[src/pkg/ccd_pkg.sv]
// package: constants and types for the call/clear/decrement executor
`default_nettype none
package ccd_pkg;
    localparam int PC_W = 15;
    localparam int DATA_W = 8;
    localparam int FADDR_W = 7;
    localparam int IMM_W = 11;
    localparam int CALL_CYCLES = 2;
    localparam logic [7:0] ZERO_BYTE = 8'h00;
    localparam logic [PC_W-1:0] PC_RESET = 15'h0000;
    localparam logic [7:0] WREG_RESET = 8'h00;
    localparam logic [7:0] WDOG_RESET = 8'h00;
    localparam logic [7:0] PRESC_RESET = 8'h00;

    typedef enum logic [2:0] {
        CCD_OP_NONE = 3'h0,
        CCD_OP_CALL = 3'h1,
        CCD_OP_CALL_INDIRECT = 3'h2,
        CCD_OP_WATCHDOG_CLEAR = 3'h3,
        CCD_OP_INVERT_FILE = 3'h4,
        CCD_OP_ZERO_FILE = 3'h5,
        CCD_OP_ZERO_WORK = 3'h6,
        CCD_OP_MINUS_ONE_FILE = 3'h7
    } ccd_op_t;

    typedef enum logic [0:0] {
        CCD_ST_IDLE = 1'b0,
        CCD_ST_CALL2 = 1'b1
    } ccd_state_t;
endpackage
`default_nettype wire

[src/logic/ccd_alu.sv]
// alu: result and zero flag for the file-register operations
`timescale 1ns/1ns
`default_nettype none
module ccd_alu
    import ccd_pkg::*;
(
    input wire ccd_op_t op,
    input wire logic [7:0] operand,
    output logic [7:0] result,
    output logic zero
);
    always_comb begin
        unique case (op)
            CCD_OP_INVERT_FILE: result = ~operand;
            CCD_OP_MINUS_ONE_FILE: result = operand - 8'h01;
            default: result = ZERO_BYTE;
        endcase
        zero = (result == ZERO_BYTE);
    end
endmodule
`default_nettype wire

[src/logic/ccd_exec.sv]
// executor for call, clear, complement and decrement instructions
`timescale 1ns/1ns
`default_nettype none
// Functional notes
// - immediate call pushes pc plus one first
// - immediate call loads k and page_latch 6..3
// - both calls two cycles, flags untouched
// - indirect call pushes, loads w and page_latch
// - watchdog clear zeroes counter, prescaler, sets bits
// - invert file to destination, zero flag only
// - decrement file, d selects w or file
// - zero file writes zero, sets zero flag
// - zero work clears w, sets zero flag
module ccd_exec
    import ccd_pkg::*;
(
    input wire logic clk_sys,
    input wire logic sys_rst,
    input wire logic op_valid,
    input wire ccd_op_t op_code,
    input wire logic [IMM_W-1:0] op_imm,
    input wire logic [FADDR_W-1:0] op_faddr,
    input wire logic op_dest,
    input wire logic [7:0] page_latch,
    input wire logic [7:0] file_rdata,
    input wire logic watchdog_tick,
    output logic busy,
    output logic [PC_W-1:0] pc,
    output logic stack_push,
    output logic [PC_W-1:0] stack_top,
    output logic file_we,
    output logic [FADDR_W-1:0] file_waddr,
    output logic [7:0] file_wdata,
    output logic [7:0] wreg,
    output logic zero_flag,
    output logic timeout_status_bit,
    output logic powerdown_status_bit,
    output logic [7:0] watchdog_counter,
    output logic [7:0] watchdog_prescaler
);
    ccd_state_t state;
    logic [PC_W-1:0] call_target;
    logic [7:0] alu_result;
    logic alu_zero;
    logic take;
    logic take_call;
    logic take_alu;
    logic take_clear;
    logic wdog_wrap;

    // both call forms share the push and the dead second cycle
    function automatic logic is_call(input ccd_op_t code);
        return (code == CCD_OP_CALL) || (code == CCD_OP_CALL_INDIRECT);
    endfunction

    // only invert and decrement route their result through the alu
    function automatic logic uses_alu(input ccd_op_t code);
        return (code == CCD_OP_INVERT_FILE) ||
               (code == CCD_OP_MINUS_ONE_FILE);
    endfunction

    // a new op is only taken while idle; busy stalls the fetch side
    assign take = op_valid && (state == CCD_ST_IDLE);
    assign take_call = take && is_call(op_code);
    assign take_alu = take && uses_alu(op_code);
    assign take_clear = take && (op_code == CCD_OP_WATCHDOG_CLEAR);
    assign busy = (state == CCD_ST_CALL2);
    // the counter steps once per full turn of the prescaler
    assign wdog_wrap = watchdog_tick && (watchdog_prescaler == 8'hff);

    // the operand is the file content read in the same cycle as the op
    ccd_alu u_alu (
        .op(op_code),
        .operand(file_rdata),
        .result(alu_result),
        .zero(alu_zero)
    );

    // second cycle of a call is a dead slot, as the fetched word is discarded
    always_ff @(posedge clk_sys) begin
        if (sys_rst) begin
            state <= CCD_ST_IDLE;
        end else begin
            unique case (state)
                CCD_ST_IDLE: begin
                    if (take_call) begin
                        state <= CCD_ST_CALL2;
                    end
                end
                CCD_ST_CALL2: state <= CCD_ST_IDLE;
            endcase
        end
    end

    // the target is latched at the take, so page_latch and wreg may move on
    always_ff @(posedge clk_sys) begin
        if (sys_rst) begin
            call_target <= PC_RESET;
        end else if (take && op_code == CCD_OP_CALL) begin
            call_target <= {page_latch[6:3], op_imm};
        end else if (take && op_code == CCD_OP_CALL_INDIRECT) begin
            call_target <= {page_latch[6:0], wreg};
        end
    end

    // pc steps past every taken op; a call overwrites it one cycle later
    // so the push always sees the address just after the call being taken
    always_ff @(posedge clk_sys) begin
        if (sys_rst) begin
            pc <= PC_RESET;
        end else if (take) begin
            pc <= pc + 15'h0001;
        end else if (busy) begin
            pc <= call_target;
        end
    end

    // push strobes in the second call cycle, while pc holds the return address, before pc takes the target
    always_ff @(posedge clk_sys) begin
        if (sys_rst) begin
            stack_push <= 1'b0;
        end else begin
            stack_push <= take_call;
        end
    end

    // the stack itself sits outside; only the return address is offered
    always_ff @(posedge clk_sys) begin
        if (sys_rst) begin
            stack_top <= PC_RESET;
        end else if (take_call) begin
            stack_top <= pc + 15'h0001;
        end
    end

    // file port: a one-cycle strobe with address and data behind it
    always_ff @(posedge clk_sys) begin
        if (sys_rst) begin
            file_we <= 1'b0;
            file_waddr <= 7'h00;
            file_wdata <= ZERO_BYTE;
        end else begin
            file_we <= 1'b0;
            if (take_alu && op_dest) begin
                file_we <= 1'b1;
                file_waddr <= op_faddr;
                file_wdata <= alu_result;
            end else if (take && op_code == CCD_OP_ZERO_FILE) begin
                file_we <= 1'b1;
                file_waddr <= op_faddr;
                file_wdata <= ZERO_BYTE;
            end
        end
    end

    // wreg is the only destination besides the file port
    always_ff @(posedge clk_sys) begin
        if (sys_rst) begin
            wreg <= WREG_RESET;
        end else if (take_alu && !op_dest) begin
            wreg <= alu_result;
        end else if (take && op_code == CCD_OP_ZERO_WORK) begin
            wreg <= ZERO_BYTE;
        end
    end

    // calls and watchdog clear leave the flag alone
    // the clears force it high whatever the old value was
    always_ff @(posedge clk_sys) begin
        if (sys_rst) begin
            zero_flag <= 1'b0;
        end else if (take_alu) begin
            zero_flag <= alu_zero;
        end else if (take && (op_code == CCD_OP_ZERO_FILE ||
                              op_code == CCD_OP_ZERO_WORK)) begin
            zero_flag <= 1'b1;
        end
    end

    // watchdog clear wins over a same-cycle tick so the clear is never lost
    always_ff @(posedge clk_sys) begin
        if (sys_rst) begin
            watchdog_prescaler <= PRESC_RESET;
        end else if (take_clear) begin
            watchdog_prescaler <= PRESC_RESET;
        end else if (watchdog_tick) begin
            watchdog_prescaler <= watchdog_prescaler + 8'h01;
        end
    end

    // clear and tick share the priority order of the prescaler
    always_ff @(posedge clk_sys) begin
        if (sys_rst) begin
            watchdog_counter <= WDOG_RESET;
        end else if (take_clear) begin
            watchdog_counter <= WDOG_RESET;
        end else if (wdog_wrap) begin
            watchdog_counter <= watchdog_counter + 8'h01;
        end
    end

    // a counter wrap is a time-out; only reset or a clear sets the bit again
    always_ff @(posedge clk_sys) begin
        if (sys_rst) begin
            timeout_status_bit <= 1'b1;
        end else if (take_clear) begin
            timeout_status_bit <= 1'b1;
        end else if (wdog_wrap && watchdog_counter == 8'hff) begin
            timeout_status_bit <= 1'b0;
        end
    end

    // this subset has no sleep op, so the power-down bit never drops
    always_ff @(posedge clk_sys) begin
        if (sys_rst) begin
            powerdown_status_bit <= 1'b1;
        end else if (take_clear) begin
            powerdown_status_bit <= 1'b1;
        end
    end
endmodule
`default_nettype wire

[config.mk]
export PLATFORM = sky130hd
export DESIGN_NAME = ccd_exec
export DESIGN_NICKNAME = d
export VERILOG_FILES = /design/src/pkg/ccd_pkg.sv /design/src/logic/ccd_alu.sv /design/src/logic/ccd_exec.sv
export SDC_FILE = /design/constraint.sdc
export NUM_CORES = 1
export LEC_CHECK = 0
export ABC_AREA = 1
export BUFFER_PORTS_ARGS = -buffer_cell sky130_fd_sc_hd__buf_2
export CAP_MARGIN = 20
export CORE_MARGIN = 5
export CORE_UTILIZATION = 39
export CTS_BUF_LIST = sky130_fd_sc_hd__clkbuf_4
export DETAILED_ROUTE_END_ITERATION = 8
export SETUP_SLACK_MARGIN = 0.5
export SLEW_MARGIN = 20
export SYNTH_ARGS = -nofsm -noshare
export SYNTH_HDL_FRONTEND = slang
export SYNTH_SLANG_ARGS = --single-unit
[constraint.sdc]
create_clock -name clk_sys -period 4.1 [get_ports clk_sys]
set_clock_uncertainty 0.15 [all_clocks]
set_input_delay 0.41 -clock clk_sys [delete_from_list [all_inputs] [get_ports clk_sys]]
set_output_delay 0.41 -clock clk_sys [all_outputs]
set_load 0.01 [all_outputs]
Word-level counts from Yosys, hierarchy flattened

Index checks and enable logic that the tools add are counted.

Flip-flop bits (word level): 89
Bits of input ports: 42
Output and inout bits: 75
Word-level logic and storage cells: 69

Add/sub/neg operators: 4
Equal/unequal tests: 9
Mux-type cells: 17
Bitwise logic cells: 2
Reduce and logical (&&, ||, !) cells: 24

Operators with widths:

| kind                                              | number |
|---|---|
| two-way mux 15 bit                                | 4 |
| two-way mux 8 bit                                 | 4 |
| adder 8 x 1 -> 8 bit (second input constant)      | 2 |
| == test 8 bit (second input constant)             | 2 |
| case mux 8 bit (2 select lines)                   | 1 |
| adder 15 x 1 -> 15 bit (second input constant)    | 1 |
| two-way mux 7 bit                                 | 2 |
| logical AND 1 bit                                 | 13 |
| == test 3 bit (second input constant)             | 4 |
| nonzero test 2 bit                                | 5 |
| logical NOT 8 bit                                 | 1 |
| NOT 8 bit                                         | 1 |
| subtractor 8 x 1 -> 8 bit (second input constant) | 1 |
| == test 3 x 2 -> 1 bit (second input constant)    | 2 |
| two-way mux 1 bit                                 | 5 |
| == test 3 x 1 -> 1 bit (second input constant)    | 1 |
| logical OR 1 bit                                  | 3 |
| case mux 1 bit (2 select lines)                   | 1 |
| OR reduction 2 bit                                | 1 |
| logical NOT 1 bit                                 | 1 |
| NOT 1 bit                                         | 1 |

Logic depth before layout (Yosys ltp)

Gate-level depths: netlist of run 1.

Depth after elaboration: 5
Mapped depth: 11
Gate-level depth less buffers: 11

Cells and area by module

From an unflattened synthesis of run 1, not the netlist that was laid out.

Cells, all modules: 604
Area total of the unflattened synthesis: 4,272.8 µm²

Modules (own cells, without submodules):

| module   | times used | cells an instance | area each (µm²) | sequential area each (µm²) |
|---|---|---|---|---|
| ccd_exec | 1          | 538               | 3,937.5         | 1,781.7 |
| ccd_alu  | 1          | 66                | 335.3           | 0.0 |

Worst setup path after synthesis of run 1

OpenSTA, ideal clock, no wires.

Path type: reg-to-reg
From: reg pc[0]
To: reg stack_top[14]
Setup time: 108 ps
Arrival: 1,401 ps
Data required time: 3,842 ps
Setup slack: 2,441 ps
Stages on the path, launching flop included: 10
Buffers on the path: 0
Period minus slack after synthesis: 1,659 ps
Cells stage by stage: dfxtp_1 ha_1 nand3_2 nor2_2 nand3_2 nor2_2 nand3_1 nand2_1 a21o_1 inv_1

Longest elaborated chain between the ends: 1

RTL lines:

| what                   | RTL line        | text |
|---|---|---|
| start, declared        | ccd_exec.sv:28  | `output logic [PC_W-1:0] pc,` |
| start signal, assigned | ccd_exec.sv:112 | `pc <= pc + 15'h0001;` |
| start signal, assigned | ccd_exec.sv:114 | `pc <= call_target;` |
| adder 15 x 1 -> 15 bit | ccd_exec.sv:132 | `stack_top <= pc + 15'h0001;` |
| end signal, assigned   | ccd_exec.sv:132 |  |
| end, declared          | ccd_exec.sv:30  | `output logic [PC_W-1:0] stack_top,` |

No other way between the ends.
A chain may end at the register's enable or synchronous reset.

Worst setup path in the final report of run 1

From: reg state (netlist: busy)
To: reg wreg[2]

Longest elaborated chain between the ends: 5
Elaborated cells between the ends (all ways): 7
Those cells by class: mux (1); bitwise (1); reduce/logical (5)

RTL lines:

| what                                                           | RTL line        | text |
|---|---|---|
| start, declared                                                | ccd_exec.sv:41  | `ccd_state_t state;` |
| start signal, assigned                                         | ccd_exec.sv:82  | `state <= CCD_ST_IDLE;` |
| start signal, assigned                                         | ccd_exec.sv:87  | `state <= CCD_ST_CALL2;` |
| start signal, assigned                                         | ccd_exec.sv:90  | `CCD_ST_CALL2: state <= CCD_ST_IDLE;` |
| NOT 1 bit (*)                                                  | -               |  |
| logical AND 1 bit (*)                                          | ccd_exec.sv:63  | `assign take = op_valid && (state == CCD_ST_IDLE);` |
| logical AND 1 bit                                              | ccd_exec.sv:65  | `assign take_alu = take && uses_alu(op_code);` |
| logical AND 1 bit                                              | ccd_exec.sv:160 | `end else if (take_alu && !op_dest) begin` |
| two-way mux 8 bit / nonzero test 2 bit (equally long branches) | -               |  |
| end signal, assigned                                           | ccd_exec.sv:161 | `wreg <= alu_result;` |
| end, declared                                                  | ccd_exec.sv:34  | `output logic [7:0] wreg,` |

Every way passes the cells marked *; elsewhere a longest branch is shown, timed or not.

==> results.cfg, run 1 <==
[outcome]
status = finished, final reports clean

[clock_network]
cts_buffer_depth = 2
cts_hold_buf = 0
htree_levels = 3
post_cts_resized = 0
cts.sinks = 89
clock_latency_ps = 420
cts_setup_buffers = 0
numCtsBuffers = 9
clkTransAtPathRegs_ps = 140
root_buffer = clkbuf_4
cts_tree = built

[worst_setup_path]
path_max_fanout = 18
max_stage_delay_ps = 350
cp_cell_sequence = buf_4 > nor2_8 > nand2_2 > nor2_2 > inv_1 > o21ai_1 > inv_1 > nand2_1 > a21oi_1
required_ps = 4220
cpMostUsedCell = inv_1
r2r-end = wreg[2]
reg2reg_slack_ps = 2180
cp.arrival_ps = 2040
critPathCaptureType = flip-flop
cp.depth = 9
crit_buf_inv = 3
cpMaxStageDelayCell = dfxtp_1
rr_worst_depth = 9
path_delay_family = simple AND/OR/NAND/NOR gates
r2r_start = busy
worstSetupPathType = flip-flop to flip-flop
cp-start-kind = flip-flop

[sta]
post-route-min-period_ps = 1920
tightest_slew_ps = 847
hold_slack_ps = 49.9
fin_crit_sh_pct = 46.7
slew_viol_final = 0
setup_viol = 0
tns_ps = 0
max_freq_ghz = 0.522
rsz0062_at_grt = false
hold_viol = 0
max-slew-margin-rel_pct = 43.6

[final_layout]
diodes = 0
regArea_mm2 = 0.00178
n_fill_cell = 1099
syn_to_final_growth_pct = 18.6
layout-drive-gt1-share_pct = 20.8
multi_input_area_mm2 = 0.00199
nets = 744

[route]
drt_wl_total_um = 10900
drc_errors = 0
post_drt_wl_per_cell_um = 13.0
vias_per_cell = 4.80
postRouteAntennaNets = 0
drt-initial-drc-count = 239
vias = 4030
drt_first_pass_iters = 4

[floorplan]
dieArea_mm2 = 0.0128
num_rows = 37
coreArea_mm2 = 0.0104
die_w_um = 113
die-height_um = 113
io_pins = 117
start_util_pct = 40.0

[worst_hold_path]
min_from = op_faddr[0]
hold_path_end = file_waddr[0]
hp-class = input port to flip-flop
hold_depth = 3

[yosys]
synthTopCellsByArea = dfxtp_1, nand2_1, nor2_1
seq_area_frac_synth_pct = 42.9
ys.flop_type = dfxtp_1
synthCells = 593
ys_types = 34
yosysTopAreaCell = dfxtp_1
syn_avg_cell_area_um2 = 7.00
synthesis.nets = 639
synthesis.area_mm2 = 0.00415
synth_top_area_share_pct = 42.9
synth_edf_count = 0
yosysWarnings = 0
ys_seq_elements = 89
async_flop_share_pct = 0

[pwr]
power_leakage_nw = 2.31
clkPwrFrac_pct = 31.1
power_density_mw_per_mm2 = 320
power_frac_comb_pct = 11.1
switchingPower_mw = 0.421
peakVddDrop_mv = 0.178
seqPwrFrac_pct = 57.8
netSwitchingFraction_pct = 26.8
p_int_mw = 1.15

[flow_run]
cap_violations = 0

[placement]
gp_congestion = 0.835
dpl.hpwl_um = 8130
port_buffers = 114

[grt]
grt.total_usage_pct = 17.6
grt_pass1_vias = 3976
overflow = 0
grt_max_degree = 45
grt_pass1_wl_um = 18500
antenna_found_initial = 2
==> cells in the mapped netlist, types with 4 or more instances <==
cell type / number
nand2_1: 137
nor3_1: 4
nor2_2: 4
a31oi_1: 13
buf_2: 5
o21ai_0: 41
clkbuf_1: 11
nand3_1: 31
inv_1: 63
nor2_1: 90
ha_1: 4
xor2_1: 15
nand4_1: 7
dfxtp_1: 89
a21oi_1: 50
buf_6: 4
==> tightest hold or removal path: stages <==
cell and delay [ps]:
buf_2 80, nor2_1 30, nor2_1 80
==> area by class of cell <==
class / instances / area share [%]
clock buffer: 11 / 1.68
timing repair buffer: 116 / 11.9
clock inverter: 5 / 1.14
multi-input combinational: 416 / 40.5
tap: 136 / 3.46
inverter: 66 / 5.08
sequential: 89 / 36.2
==> flip-flops by register name (all words and copies together), names as in the netlist <==
name	flops
file_we	1
stack_push	1
call_target	15
wreg	8
zero_flag	1
file_waddr	7
timeout_status_bit	1
watchdog_prescaler	8
pc	15
stack_top	15
file_wdata	8
busy	1
watchdog_counter	8
==> layout by cell type, fill, tap and decap left out, drive strengths merged <==
master / count
nand2: 141
buf: 115
nor2: 96
dfxtp: 89
inv: 66
a21oi: 50
o21ai: 42
nand3: 33
xor2: 15
a31oi: 13
clkbuf: 11
nand4: 7
nor3: 5
ha: 4
xnor2: 3
clkinvlp: 3
o21a: 1
o211ai: 1
nor4: 1
a21o: 1
a211oi: 1
mux2i: 1
conb: 1
bufinv: 1
clkinv: 1
dlygate4sd3: 1
==> logic make-up (layout without fill, tap and decap cells) <==
group | Yosys count | in the layout | synth area share [%]
AOI/OAI and AO/OA | 109 | 109 | 13.8
adders and majority gates | 4 | 4 | 1.21
muxes | 1 | 1 | 0.241
xor gates and xnor gates | 18 | 18 | 3.80
buffers and inverters | 88 | 198 | 9.07
and+or+nand+nor | 283 | 283 | 28.9
other | 1 | 1 | 0.0903
DFF | 89 | 89 | 42.9
==> per-stage QoR <==
step	power (mW)	setup WS, ps	instances	cell area (um2)	util [%]
final	1.57	2180	839	4920	47.5
after global routing	1.67	1970	839	4920	47.5
after CTS	1.60	2150	838	4910	47.4
after detailed placement	1.10	1740	822	4770	46.0
after global placement	1.10	1730	822	4770	46.0
after floorplan	1.04	2440	593	4150	-
==> power groups by stage <==
stage / clock network [mW] / registers (mW) / logic [mW]
6_report: 0.490 / 0.909 / 0.174
3_3_place_gp: 0 / 0.928 / 0.173
5_1_grt: 0.558 / 0.914 / 0.201
3_5_place_dp: 0 / 0.928 / 0.176
2_1_floorplan: 0 / 0.935 / 0.105
4_1_cts: 0.514 / 0.910 / 0.177
==> how the worst max path moves through the flow <==
stage	startpoint	endpoint	slack, ps
floorplan	pc[0]	stack_top[14]	2440
global placement	sys_rst	stack_top[14]	1730
detailed placement	sys_rst	stack_top[14]	1740
CTS	busy	wreg[6]	2150
global route	busy	wreg[4]	1970
finish	busy	wreg[2]	2180
==> layer usage <==
metal	global-route usage (%)	share of wire, %
met1	21.6	45
met2	29.9	47
met3	5.67	6.4
met4	4.17	0.53
met5	0	0.29
Power figures use the tool's default switching activity.
==> run 2: changes to the inputs <==
clock period = 1.8 ns   (was 4.1 ns; I/O delays follow)
==> run 2 against run 1 <==
Compared with the run above:
- the run now ends with hold timing left
- total power grew to 2.5 times the previous value
- final cell count is 16% higher
- sequential share of layout area shrank 11 points
- largest power group unchanged
- largest cell class unchanged
- register-to-register slack lost 2000 ps
- routed wire length is 41% higher
- utilization increased by 26 points
- die area did not move
- sequential power up 130%
==> results.cfg, run 2 (synthesis gave the netlist of run 1 again) <==
[flow_run]
cap_violations = 0

[sta]
fin_crit_sh_pct = 91.5
tightest_slew_ps = 543
hold_slack_ps = -24.8
max_freq_ghz = 0.607
hold_viol = 2
setup_viol = 0
rsz0062_at_grt = true
slew_viol_final = 0
max-slew-margin-rel_pct = 63.7
tns_ps = 0
fin_ws_ps = 153
post-route-min-period_ps = 1650

[floorplan]
io_pins = 117
start_util_pct = 40.0
die_w_um = 113
coreArea_mm2 = 0.0104
die-height_um = 113
num_rows = 37
dieArea_mm2 = 0.0128

[placement]
gp_congestion = 0.856
numPlacedInstances = 830
dpl.hpwl_um = 8430
port_buffers = 114
place_ws_ps = 75.2

[worst_setup_path]
cp.arrival_ps = 1930
worstSetupPathType = flip-flop to flip-flop
cp-start-kind = flip-flop
critPathCaptureType = flip-flop
required_ps = 2080
path_max_fanout = 4

[route]
drt-initial-drc-count = 274
drc_errors = 0
vias_per_cell = 5.01
vias = 4888
post_drt_wl_per_cell_um = 15.8
drt_first_pass_iters = 7
drt_wl_total_um = 15400
postRouteAntennaNets = 0

[worst_hold_path]
hp-class = input port to flip-flop

[grt]
grt_pass1_vias = 4807
antenna_found_initial = 0
overflow = 0
grt_pass1_wl_um = 23300
grt_max_degree = 39
grt.total_usage_pct = 22.5

[final_layout]
layout_common_cells = nand2_1, buf_6, nor2_1
nets = 880
largest_registers = call_target: 15 flops, pc: 15 flops, stack_top: 15 flops
syn_to_final_growth_pct = 83.7
final_common_cell = nand2_1
fin_cells = 975
n_fill_cell = 734
layout-drive-gt1-share_pct = 53.9
diodes = 0

[outcome]
status = finished with violations
violations = hold timing

[clock_network]
numCtsBuffers = 9
cts_tree = built
root_buffer = clkbuf_4
clock_latency_ps = 480
cts.sinks = 89
htree_levels = 3
cts_buffer_depth = 2
clkTransAtPathRegs_ps = 170
cts_hold_buf = 34

[pwr]
power_leakage_nw = 3.33
seqPwrFrac_pct = 52.3
p_int_mw = 2.72
switchingPower_mw = 1.24
netSwitchingFraction_pct = 31.4
clkPwrFrac_pct = 26.7
power_density_mw_per_mm2 = 520
power_frac_comb_pct = 20.9
peakVddDrop_mv = 0.347
## run 2: cell type report
| type | instances | area [um2] | share of cell area, % |
|---|---|---|---|
| Inverter | 66 | 289 | 3.79 |
| Clock inverter | 7 | 43.8 | 0.574 |
| Sequential cell | 89 | 1920 | 25.2 |
| Tap cell | 136 | 170 | 2.23 |
| Timing Repair inverter | 3 | 31.3 | 0.410 |
| Clock buffer | 9 | 67.6 | 0.886 |
| Multi-Input combinational cell | 418 | 2690 | 35.3 |
| Timing Repair Buffer | 247 | 2410 | 31.6 |
## run 2: what timing repair did
item                       in CTS  in global routing
hold endpoints to repair       43                  1
setup endpoints to repair     152                153
gates cloned                    9                  2
pin swaps                      39                 53
buffers inserted               61                 23
gates resized for setup       222                141
## run 2: through the flow
| step | instance area, um2 | util (%) | power [mW] | hold WS [ps] |
|---|---|---|---|---|
| 5_1_grt | 7620 | 73.5 | 4.13 | -8.64 |
| 3_3_place_gp | 4980 | 48.0 | 2.56 | 252 |
| 6_report | 7620 | 73.5 | 3.97 | -24.8 |
| 4_1_cts | 6840 | 65.9 | 3.86 | -10.4 |
| 3_5_place_dp | 4980 | 48.0 | 2.56 | 261 |
| 2_1_floorplan | 4290 | - | 2.39 | 165 |
## run 2: per-layer routing
layer  global-route usage [%]  vias to the layer above  share of wire (%)
met5                        0                        -                  0
met2                     37.4                      162                 50
met4                     9.70                        0                2.9
met1                     28.7                     2299                 42
li1                         -                     2394                  -
met3                     4.01                       33                5.0
## run 2: path summary, 6_finish.rpt
path,from,end,slack [ps],depth (start not counted)
min reg2reg,file_wdata[4],file_wdata[4],330,2
min,op_code[2],zero_flag,-20,4
max reg2reg,pc[0],stack_top[14],150,10
max,pc[0],stack_top[14],150,10
## run 2: worst max-delay path: stages (launching register included)
cell	delay, ps
dfxtp_4	400
ha_4	140
nand3_4	70
nor2_4	120
nand3_4	130
nor2_4	130
nand2_1	70
nand2_1	110
nand2_1	70
a21o_1	150
inv_1	50
## run 2: power by group through the flow
stage,Combinational [mW],Sequential (mW),Clock [mW]
final,0.831,2.08,1.06
after global routing,0.894,2.08,1.16
after CTS,0.703,2.07,1.08
after detailed placement,0.442,2.12,0
after global placement,0.437,2.12,0
after floorplan,0.261,2.13,0
